[src/rtl/bcrt_pkg.sv]
// Constants for the BCD calendar clock and its timer chain
package bcrt_pkg;

  // ---------------------------------------------------------------------------
  // Prescaler chain
  // ---------------------------------------------------------------------------
  localparam logic [1:0] BCRT_SUB_DIV_LAST   = 2'h3;   // Sub-clock edges per count-source tick, minus one
  localparam logic       BCRT_DIV2_LAST      = 1'h1;
  localparam logic [3:0] BCRT_NIB_LAST       = 4'hf;
  localparam logic [7:0] BCRT_BYTE_LAST      = 8'hff;

  // ---------------------------------------------------------------------------
  // Calendar limits (BCD)
  // ---------------------------------------------------------------------------
  localparam logic [6:0] BCRT_SEC_LAST       = 7'h59;
  localparam logic [6:0] BCRT_MIN_LAST       = 7'h59;
  localparam logic [5:0] BCRT_HR24_LAST      = 6'h23;
  localparam logic [5:0] BCRT_HR12_LAST      = 6'h11;
  localparam logic [2:0] BCRT_WDAY_LAST      = 3'h6;
  localparam logic [2:0] BCRT_WDAY_SUNDAY    = 3'h0;

  // ---------------------------------------------------------------------------
  // Reset values
  // ---------------------------------------------------------------------------
  localparam logic [6:0] BCRT_SEC_RST        = 7'h00;
  localparam logic [6:0] BCRT_MIN_RST        = 7'h00;
  localparam logic [5:0] BCRT_HR_RST         = 6'h00;
  localparam logic [2:0] BCRT_WDAY_RST       = 3'h0;

  // ---------------------------------------------------------------------------
  // Modes and pin functions
  // ---------------------------------------------------------------------------
  localparam logic       BCRT_MODE_CALENDAR  = 1'h0;
  localparam logic       BCRT_MODE_COMPARE   = 1'h1;
  localparam logic [1:0] BCRT_PIN_GPIO       = 2'h0;
  localparam logic [1:0] BCRT_PIN_HALF       = 2'h1;
  localparam logic [1:0] BCRT_PIN_QUARTER    = 2'h2;
  localparam logic [1:0] BCRT_PIN_EIGHTH     = 2'h3;

endpackage : bcrt_pkg

[src/rtl/bcrt_rtc.sv]
// BCD calendar clock with prescaler chain, compare mode and clock-out pin
`timescale 1ns/1ns

//Function
//- 4-bit and 8-bit counters, two modes
//- 1 s tick via div2, nibble, byte
//- Tick counts seconds, minutes, hours, weekday
//- Run request 1 starts counting
//- Run request 0 halts, counts kept
//- Only one interrupt source selected
//- Interrupt on each seconds update
//- Interrupt on each minutes update
//- Interrupt on each hours update
//- Interrupt on each weekday update
//- Weekly interrupt when weekday becomes Sunday
//- Live BCD counts readable
//- Selectable 12 or 24 hour format
//- Pin is GPIO or sysclk div 2/4/8
//- Status follows request within two ticks
module bcrt_rtc (
  input  wire logic       core_clk_i,
  input  wire logic       rst_n_i,
  input  wire logic       subclk_i,
  input  wire logic       mode_compare_i,
  input  wire logic       compare_use_nibble_i,
  input  wire logic       run_request_bit_i,
  input  wire logic       hour_24_i,
  input  wire logic       weekly_irq_enable_i,
  input  wire logic       daily_irq_enable_i,
  input  wire logic       hourly_irq_enable_i,
  input  wire logic       minutely_irq_enable_i,
  input  wire logic       secondly_irq_enable_i,
  input  wire logic       sec_wr_i,
  input  wire logic [6:0] sec_wdata_i,
  input  wire logic       min_wr_i,
  input  wire logic [6:0] min_wdata_i,
  input  wire logic       hr_wr_i,
  input  wire logic [5:0] hr_wdata_i,
  input  wire logic       pm_wdata_i,
  input  wire logic       wday_wr_i,
  input  wire logic [2:0] wday_wdata_i,
  input  wire logic [1:0] pin_sel_i,
  input  wire logic       pin_gpio_i,
  output logic            running_status_flag_o,
  output logic [6:0]      seconds_count_reg_o,
  output logic [6:0]      minutes_count_reg_o,
  output logic [5:0]      hours_count_reg_o,
  output logic            pm_flag_o,
  output logic [2:0]      weekday_count_reg_o,
  output logic [7:0]      byte_count_o,
  output logic            irq_o,
  output logic            timer_output_pin_o
);
  import bcrt_pkg::*;

  // ---------------------------------------------------------------------------
  // State
  // ---------------------------------------------------------------------------
  logic       sub_meta_reg, sub_sync_reg, sub_prev_reg;
  logic [1:0] sub_cnt_reg, sub_cnt_next;
  logic       run_reg, run_next;
  logic       div2_reg, div2_next;
  logic [3:0] nib_reg, nib_next;
  logic [7:0] byte_reg, byte_next;
  logic [6:0] sec_reg, sec_next;
  logic [6:0] min_reg, min_next;
  logic [5:0] hr_reg, hr_next;
  logic       pm_reg, pm_next;
  logic [2:0] wday_reg, wday_next;
  logic       irq_reg, irq_next;
  logic [2:0] sys_div_reg, sys_div_next;
  logic       pin_reg, pin_next;

  // BCD increment of a two-digit value
  function automatic logic [6:0] bcd_inc(input logic [6:0] v);
    logic [6:0] r;
    r = 7'h00;
    if (v[3:0] == 4'h9) begin
      r = {3'(v[6:4] + 3'h1), 4'h0};
    end else begin
      r = {v[6:4], 4'(v[3:0] + 4'h1)};
    end
    return r;
  endfunction : bcd_inc

  // ---------------------------------------------------------------------------
  // Next-state logic
  // ---------------------------------------------------------------------------
  logic       sub_rise;
  logic       cs_tick;
  logic       step;
  logic       sec_tick, min_tick, hr_tick, day_tick, week_tick;
  logic       cmp_match;
  logic       wr_ok;
  logic [5:0] hr_last;

  always_comb begin
    sub_rise     = sub_sync_reg & ~sub_prev_reg;
    sub_cnt_next = sub_cnt_reg;
    cs_tick      = 1'b0;
    if (sub_rise) begin
      sub_cnt_next = 2'(sub_cnt_reg + 2'h1);
      cs_tick      = (sub_cnt_reg == BCRT_SUB_DIV_LAST);
    end

    // Status catches up on the next count-source tick, well inside two
    run_next = cs_tick ? run_request_bit_i : run_reg;
    step     = cs_tick & run_reg & run_request_bit_i;

    div2_next = div2_reg;
    nib_next  = nib_reg;
    byte_next = byte_reg;
    sec_tick  = 1'b0;
    cmp_match = 1'b0;

    if (step) begin
      div2_next = ~div2_reg;
      if (mode_compare_i == BCRT_MODE_CALENDAR) begin
        if (div2_reg == BCRT_DIV2_LAST) begin
          nib_next = 4'(nib_reg + 4'h1);
          if (nib_reg == BCRT_NIB_LAST) begin
            byte_next = 8'(byte_reg + 8'h01);
            sec_tick  = (byte_reg == BCRT_BYTE_LAST);
          end
        end
      end else begin
        // Compare mode: byte counter matched against the minutes value
        if ((div2_reg == BCRT_DIV2_LAST) &&
            (~compare_use_nibble_i || (nib_reg == BCRT_NIB_LAST))) begin
          if (compare_use_nibble_i) begin
            nib_next = 4'(nib_reg + 4'h1);
          end
          if (byte_reg == {1'b0, min_reg}) begin
            byte_next = 8'h00;
            cmp_match = 1'b1;
          end else begin
            byte_next = 8'(byte_reg + 8'h01);
          end
        end else if (compare_use_nibble_i && (div2_reg == BCRT_DIV2_LAST)) begin
          nib_next = 4'(nib_reg + 4'h1);
        end
      end
    end
  end

  // ---------------------------------------------------------------------------
  // Calendar counters
  // ---------------------------------------------------------------------------
  always_comb begin
    // Stopped means both request and status low; otherwise writes dropped
    wr_ok     = ~run_request_bit_i & ~run_reg;
    sec_next  = sec_reg;
    min_next  = min_reg;
    hr_next   = hr_reg;
    pm_next   = pm_reg;
    wday_next = wday_reg;
    min_tick  = 1'b0;
    hr_tick   = 1'b0;
    day_tick  = 1'b0;
    week_tick = 1'b0;
    hr_last   = hour_24_i ? BCRT_HR24_LAST : BCRT_HR12_LAST;

    if (sec_tick) begin
      if (sec_reg == BCRT_SEC_LAST) begin
        sec_next = BCRT_SEC_RST;
        min_tick = 1'b1;
      end else begin
        sec_next = bcd_inc(sec_reg);
      end
    end
    if (min_tick) begin
      if (min_reg == BCRT_MIN_LAST) begin
        min_next = BCRT_MIN_RST;
        hr_tick  = 1'b1;
      end else begin
        min_next = bcd_inc(min_reg);
      end
    end
    if (hr_tick) begin
      if (hr_reg == hr_last) begin
        hr_next = BCRT_HR_RST;
        // Day turns at midnight: in 12-hour form that is PM to AM
        pm_next  = hour_24_i ? 1'b0 : ~pm_reg;
        day_tick = hour_24_i | pm_reg;
      end else begin
        hr_next = 6'(bcd_inc({1'b0, hr_reg}));
      end
    end
    if (day_tick) begin
      wday_next = (wday_reg == BCRT_WDAY_LAST) ? BCRT_WDAY_SUNDAY : 3'(wday_reg + 3'h1);
      week_tick = (wday_reg == BCRT_WDAY_LAST);
    end

    // Values are taken as given; BCD form is up to software
    if (wr_ok) begin
      if (sec_wr_i) begin
        sec_next = sec_wdata_i;
      end
      if (min_wr_i) begin
        min_next = min_wdata_i;
      end
      if (hr_wr_i) begin
        hr_next = hr_wdata_i;
        pm_next = pm_wdata_i & ~hour_24_i;
      end
      if (wday_wr_i) begin
        wday_next = wday_wdata_i;
      end
    end
  end

  // ---------------------------------------------------------------------------
  // Interrupt select
  // ---------------------------------------------------------------------------
  always_comb begin
    // One source by priority, so overlapping enables still give one timing
    if (mode_compare_i == BCRT_MODE_COMPARE) begin
      irq_next = cmp_match;
    end else if (weekly_irq_enable_i) begin
      irq_next = week_tick;
    end else if (daily_irq_enable_i) begin
      irq_next = day_tick;
    end else if (hourly_irq_enable_i) begin
      irq_next = hr_tick;
    end else if (minutely_irq_enable_i) begin
      irq_next = min_tick;
    end else if (secondly_irq_enable_i) begin
      irq_next = sec_tick;
    end else begin
      irq_next = 1'b0;
    end
  end

  // ---------------------------------------------------------------------------
  // Clock-out pin
  // ---------------------------------------------------------------------------
  always_comb begin
    sys_div_next = 3'(sys_div_reg + 3'h1);
    unique case (pin_sel_i)
      BCRT_PIN_GPIO:    pin_next = pin_gpio_i;
      BCRT_PIN_HALF:    pin_next = sys_div_next[0];
      BCRT_PIN_QUARTER: pin_next = sys_div_next[1];
      BCRT_PIN_EIGHTH:  pin_next = sys_div_next[2];
    endcase
  end

  // ---------------------------------------------------------------------------
  // Registers
  // ---------------------------------------------------------------------------
  always_ff @(posedge core_clk_i) begin
    if (!rst_n_i) begin
      sub_meta_reg <= 1'b0;
      sub_sync_reg <= 1'b0;
      sub_prev_reg <= 1'b0;
      sub_cnt_reg  <= 2'h0;
      run_reg      <= 1'b0;
      div2_reg     <= 1'b0;
      nib_reg      <= 4'h0;
      byte_reg     <= 8'h00;
      sec_reg      <= BCRT_SEC_RST;
      min_reg      <= BCRT_MIN_RST;
      hr_reg       <= BCRT_HR_RST;
      pm_reg       <= 1'b0;
      wday_reg     <= BCRT_WDAY_RST;
      irq_reg      <= 1'b0;
      sys_div_reg  <= 3'h0;
      pin_reg      <= 1'b0;
    end else begin
      sub_meta_reg <= subclk_i;
      sub_sync_reg <= sub_meta_reg;
      sub_prev_reg <= sub_sync_reg;
      sub_cnt_reg  <= sub_cnt_next;
      run_reg      <= run_next;
      div2_reg     <= div2_next;
      nib_reg      <= nib_next;
      byte_reg     <= byte_next;
      sec_reg      <= sec_next;
      min_reg      <= min_next;
      hr_reg       <= hr_next;
      pm_reg       <= pm_next;
      wday_reg     <= wday_next;
      irq_reg      <= irq_next;
      sys_div_reg  <= sys_div_next;
      pin_reg      <= pin_next;
    end
  end

  // ---------------------------------------------------------------------------
  // Outputs
  // ---------------------------------------------------------------------------
  assign running_status_flag_o = run_reg;
  assign seconds_count_reg_o   = sec_reg;
  assign minutes_count_reg_o   = min_reg;
  assign hours_count_reg_o     = hr_reg;
  assign pm_flag_o             = pm_reg;
  assign weekday_count_reg_o   = wday_reg;
  assign byte_count_o          = byte_reg;
  assign irq_o                 = irq_reg;
  assign timer_output_pin_o    = pin_reg;

endmodule : bcrt_rtc

[config.mk]
export PLATFORM = sky130hd
export DESIGN_NAME = bcrt_rtc
export DESIGN_NICKNAME = d
export VERILOG_FILES = /design/src/rtl/bcrt_pkg.sv /design/src/rtl/bcrt_rtc.sv
export SDC_FILE = /design/constraint.sdc
export NUM_CORES = 1
export LEC_CHECK = 0
export BUFFER_PORTS_ARGS = -buffer_cell sky130_fd_sc_hd__buf_4
export CORE_ASPECT_RATIO = 0.5
export CORE_MARGIN = 2
export CORE_UTILIZATION = 56
export DETAILED_ROUTE_END_ITERATION = 7
export PLACE_DENSITY = 0.85
export SLEW_MARGIN = 20
export SYNTH_ARGS = -nofsm -noshare
export SYNTH_HDL_FRONTEND = slang
export SYNTH_SLANG_ARGS = --single-unit
[constraint.sdc]
create_clock -name core_clk_i -period 3 [get_ports core_clk_i]
set_input_delay 0.3 -clock core_clk_i [delete_from_list [all_inputs] [get_ports core_clk_i]]
set_output_delay 0.3 -clock core_clk_i [all_outputs]
set_load 0.05 [all_outputs]
After elaboration in Yosys (flattened, before gate mapping)
Index checks and enable logic that the tools add are counted.
- bitwise operators: 13
- reduce and logical (&&, ||, !) cells: 8
- shift operators: 0
- $lt $le $gt $ge: 0
- multiplexer cells: 57
- equality and inequality tests: 17
- add/subtract/negate cells: 11
- divide/modulo/power cells: 0
- multipliers: 0
- operator list (operator ; count):
    two-way mux 7 bit ; 10
    two-way mux 8 bit ; 5
    two-way mux 6 bit ; 6
    two-way mux 1 bit ; 26
    two-way mux 4 bit ; 5
    adder 4 x 1 -> 4 bit, second input constant ; 4
    equality test 4 bit, second input constant ; 4
    equality test 7 bit, second input constant ; 2
    adder 3 x 1 -> 3 bit, second input constant ; 4
    two-way mux 3 bit ; 4
    adder 8 x 1 -> 8 bit, second input constant ; 1
    equality test 8 x 7 -> 1 bit ; 1
    equality test 8 bit, second input constant ; 1
    AND reduction 4 bit ; 2
    inverter 1 bit ; 7
    equality test 2 bit, second input constant ; 3
    equality test 6 bit ; 1
    bitwise AND 1 bit ; 5
    adder 2 x 1 -> 2 bit, second input constant ; 2
    case mux 1 bit (4 select lines) ; 1
    nonzero test 2 bit ; 2
    equality test 3 bit, second input constant ; 1
    inequality test 3 x 1 -> 1 bit, second input constant ; 1
    inequality test 3 bit, second input constant ; 1
    other kinds (6) ; 7
- memory bits (writable): 0
- memories: 0
- word-level logic and storage cells: 122
- memory bits (read-only): 0
- register bits: 48
- output and inout port bits: 35
- latch bits: 0

Logic depth before layout (Yosys ltp)
- word-level depth: 12
- mapped depth: 8

Worst setup path before layout
OpenSTA, ideal clock, no wires.
- kind: register to register
- from: register byte_reg[0], in the netlist byte_count_o[0]
- to: register wday_reg[0], in the netlist weekday_count_reg_o[0]
- arrival: 2.218 ns
- cell stages (with the launch flop): 8
- library setup time: 0.074 ns
- required time: 2.926 ns
- setup slack: 0.707 ns
- clock period less this slack: 2.293 ns
- path through: dfxtp_1 ha_1 nand2_1 nor3_2 nand4_2 buf_2 a2111o_1 a31oi_1
- cells in the longest elaborated chain, start to end: 11
- ends and longest elaborated chain (element ; RTL line ; text):
    from (decl) ; bcrt_rtc.sv:64 ; logic [7:0] byte_reg, byte_next;
    from (signal assigned) ; bcrt_rtc.sv:276 ; byte_reg <= byte_next;
    equality test 8 bit (*) ; bcrt_rtc.sv:123 ; sec_tick = (byte_reg == BCRT_BYTE_LAST);
    two-way mux 1 bit (*) ; bcrt_rtc.sv:121 ; if (nib_reg == BCRT_NIB_LAST) begin
    two-way mux 1 bit (*) ; bcrt_rtc.sv:119 ; if (div2_reg == BCRT_DIV2_LAST) begin
    two-way mux 1 bit (*) ; bcrt_rtc.sv:118 ; if (mode_compare_i == BCRT_MODE_CALENDAR) begin
    two-way mux 1 bit (*) ; bcrt_rtc.sv:116 ; if (step) begin
    two-way mux 1 bit (*) ; bcrt_rtc.sv:163 ; if (sec_tick) begin
    two-way mux 1 bit (*) ; bcrt_rtc.sv:171 ; if (min_tick) begin
    two-way mux 1 bit (*) ; bcrt_rtc.sv:179 ; if (hr_tick) begin
    two-way mux 3 bit (*) ; bcrt_rtc.sv:189 ; if (day_tick) begin
    two-way mux 3 bit ; bcrt_rtc.sv:206 ; if (wday_wr_i) begin
    two-way mux 3 bit (*) ; bcrt_rtc.sv:195 ; if (wr_ok) begin
    to (signal assigned) ; bcrt_rtc.sv:281 ; wday_reg <= wday_next;
    to (decl) ; bcrt_rtc.sv:69 ; logic [2:0] wday_reg, wday_next;
Mark *: on every way between the ends. The rest lies on a longest branch, timed or not.
A chain may end at the register's enable or synchronous reset.

Worst setup path after layout
- from: register byte_reg[1], in the netlist byte_count_o[1]
- to: register min_reg[3], in the netlist minutes_count_reg_o[3]
- cells in the longest elaborated chain, start to end: 9
- ends and longest elaborated chain (element ; RTL line ; text):
    equality test 8 bit (*) ; bcrt_rtc.sv:123 ;
    two-way mux 1 bit (*) ; bcrt_rtc.sv:121 ;
    two-way mux 1 bit (*) ; bcrt_rtc.sv:119 ;
    two-way mux 1 bit (*) ; bcrt_rtc.sv:118 ;
    two-way mux 1 bit (*) ; bcrt_rtc.sv:116 ;
    two-way mux 1 bit (*) ; bcrt_rtc.sv:163 ;
    two-way mux 7 bit (*) ; bcrt_rtc.sv:171 ;
    two-way mux 7 bit ; bcrt_rtc.sv:199 ; if (min_wr_i) begin
    two-way mux 7 bit (*) ; bcrt_rtc.sv:195 ;
    to (signal assigned) ; bcrt_rtc.sv:278 ; min_reg <= min_next;
    to (decl) ; bcrt_rtc.sv:66 ; logic [6:0] min_reg, min_next;
Marks and branches as above.

==> flow_summary.toml <==
[status]
status = "finished, final reports clean"

[flow_run]
cap_viol_max_count = 0

[die]
start_util_pct = 60.3
pin_count = 78
coreArea_sq_mm = 0.00457
die_x_um = 103
fp-row-count = 17
dieArea_sq_mm = 0.00554
die_h_um = 53.6

[critical_path]
crit_required_ns = 3.20
endpoint_kind = "register"
startpoint_type = "register"
criticalPathCategory = "register to register"
worstPathMaxFanout = 7
critPathArrivalTime_ns = 2.67

[grt]
grt_max_degree = 35
grt_pass1_wl_um = 11400
grt_pass1_vias = 2519
grt.overflow.total = 0
grt_usage_pct = 27.0
antenna_found_initial = 0

[timing]
maxSlewViolCount = 0
period_share_pct = 82.5
setup_violations = 0
worst_slew_pin_slew_ns = 0.752
finalHoldViolCount = 0
max_freq_mhz = 404
rsz0062_at_grt = "false"
hold_ws_ns = 0.178
skew_ns = 0.00658
finalSetupTns_ns = 0
max_slew_margin_pct = 49.4
timing.final.crit_period_ns = 2.47

[power]
clock_power_share_pct = 33.6
p_leak_nw = 1.47
seq_power_share_pct = 47.8
switching_share_pct = 29.9
p_comb_share_pct = 18.7
p_sw_mw = 0.438
p_int_mw = 1.03
powerDensity_mw_per_mm2 = 418
vdd_drop_max_uv = 272

[cts]
clkLatencyLatePin_ns = 0.31
postCtsSetupBuffers = 0
cts_max_level = 2
cts_resized = 0
clk_path_buf_depth = 2
cts.clk_slew.worst_paths_ns = 0.10
cts_buffers = 5
cts_tree = "done"
cts.sinks = 48
ctsRootBufferMaster = "clkbuf_8"
cts-hold-fix-buffers = 0

[finish]
largest_reg_flops = 8
utilization_pct = 76.7
diodes = 0
syn_to_final_growth_pct = 27.1
final_common_cell = "buf_4"
layout-drive-gt1-share_pct = 24.7
fin_nets = 461
final_cell_count_no_fill = 471
mostFrequentLayoutCells = "buf_4 (79), dfxtp_1 (48), nor2_1 (35)"

[logic_synthesis]
syn-num-nets = 386
yosys_warnings = 0
netlist_instances = 329
avgSynthCellArea_sq_um = 8.39
synth.distinct_cells = 52
synthesis.area_sq_mm = 0.00276
synth_seq_cells = 48
seq_area_frac_synth_pct = 34.8

[placed_design]
dp_hpwl_um = 5460
place.gp.congestion = 0.902
port_buffers = 77
dp.cells = 463

[routing]
drc_errors = 0
antenna_left = 0
drt_iter0_markers = 124
avgRoutedWirePerCell_um = 15.3
vias_per_cell = 5.81
wl_um = 7210
dr.pass1.iters = 4
vias = 2738

[min_path]
hold_class = "input pin to register"
cell type report:
cell class	count	area, sq um
clock buffer	5	68.8
clock inverter	3	47.5
fill	339	1070
inverter	10	37.5
multi-input combinational	260	1720
sequential	48	961
tap	66	82.6
timing repair buffer	79	593
synth_stat cells, drive strengths merged:
cell type  number  area, sq um
nor2           36          143
a211oi          4         35.0
o311ai          1         8.76
o211ai          2         15.0
ha             14          175
and3b           1         8.76
xor2           16          140
clkbuf          8         30.0
or3             5         31.3
inv            10         37.5
or4             3         22.5
dfxtp          48          961
nand3           7         45.0
or4b            3         33.8
a2111o          1         11.3
or3b            5         43.8
a311oi          1         8.76
and4            1         8.76
o2bb2ai         2         17.5
a2111oi         1         8.76
a21o            1         8.76
nor3b           1         7.51
nand4          14         93.8
o31a            1         8.76
nand4b          2         17.5
xnor2           4         35.0
o31ai           3         22.5
and3            5         31.3
nand2          31          119
mux2i           9         90.1
nor4            6         37.5
a41oi           2         17.5
nand2b          4         25.0
nor3            6         46.3
a21oi           9         56.3
nor2b           6         37.5
o21ai          26          130
and2            6         37.5
or2             1         6.26
a31oi          16          100
buf             3         15.0
nand3b          4         30.0
logic make-up (layout without fill, tap and decap cells):
group | after synthesis | count (layout) | synth area share (%)
AO/OA/AOI/OAI | 70 | 70 | 16.3
XOR/XNOR | 20 | 20 | 6.35
adder cells (fa/ha/maj) | 14 | 14 | 6.35
buffers and inverters | 21 | 97 | 2.99
flip-flops | 48 | 48 | 34.8
multiplexers | 9 | 9 | 3.27
AND/OR/NAND/NOR | 147 | 147 | 29.9
critical path, cell delays in order, from the launching register on:
cell and delay, ns:
dfxtp_1 0.49, ha_1 0.27, nand2_1 0.11, nor4_1 0.68, and3_1 0.41, a21oi_1 0.12
o31a_1 0.28
layer usage:
layer	track usage, %	vias to the layer above	share of wire [%]
met5	0	-	0
met4	5.48	0	0.71
met3	5.84	6	7.7
met2	48.3	94	48
met1	34.4	1286	44
li1	-	1352	-
path summary, 6_finish.rpt:
kind / from / endpoint / slack (ns) / cells after the start
max: byte_count_o[1] / minutes_count_reg_o[3] / 0.53 / 6
min reg2reg: sub_meta_reg / sub_sync_reg / 0.45 / 1
max reg2reg: byte_count_o[1] / minutes_count_reg_o[3] / 0.53 / 6
min: pin_sel_i[0] / timer_output_pin_o / 0.18 / 2
power groups by stage:
stage / sequential [mW] / combinational, mW / clock, mW
final: 0.699 / 0.274 / 0.492
after global routing: 0.704 / 0.295 / 0.521
after CTS: 0.698 / 0.274 / 0.494
after detailed placement: 0.714 / 0.273 / 0
after global placement: 0.711 / 0.266 / 0
after floorplan: 0.784 / 0.0921 / 0
stage by stage:
step / cell area (sq um) / worst slack [ns] / total power [mW]
2_1_floorplan: 2760 / 0.707 / 0.876
4_1_cts: 3510 / 0.576 / 1.47
3_3_place_gp: 3390 / 0.711 / 0.978
5_1_grt: 3510 / 0.370 / 1.52
6_report: 3510 / 0.525 / 1.46
3_5_place_dp: 3390 / 0.600 / 0.986
(Power assumes the default switching activity.)
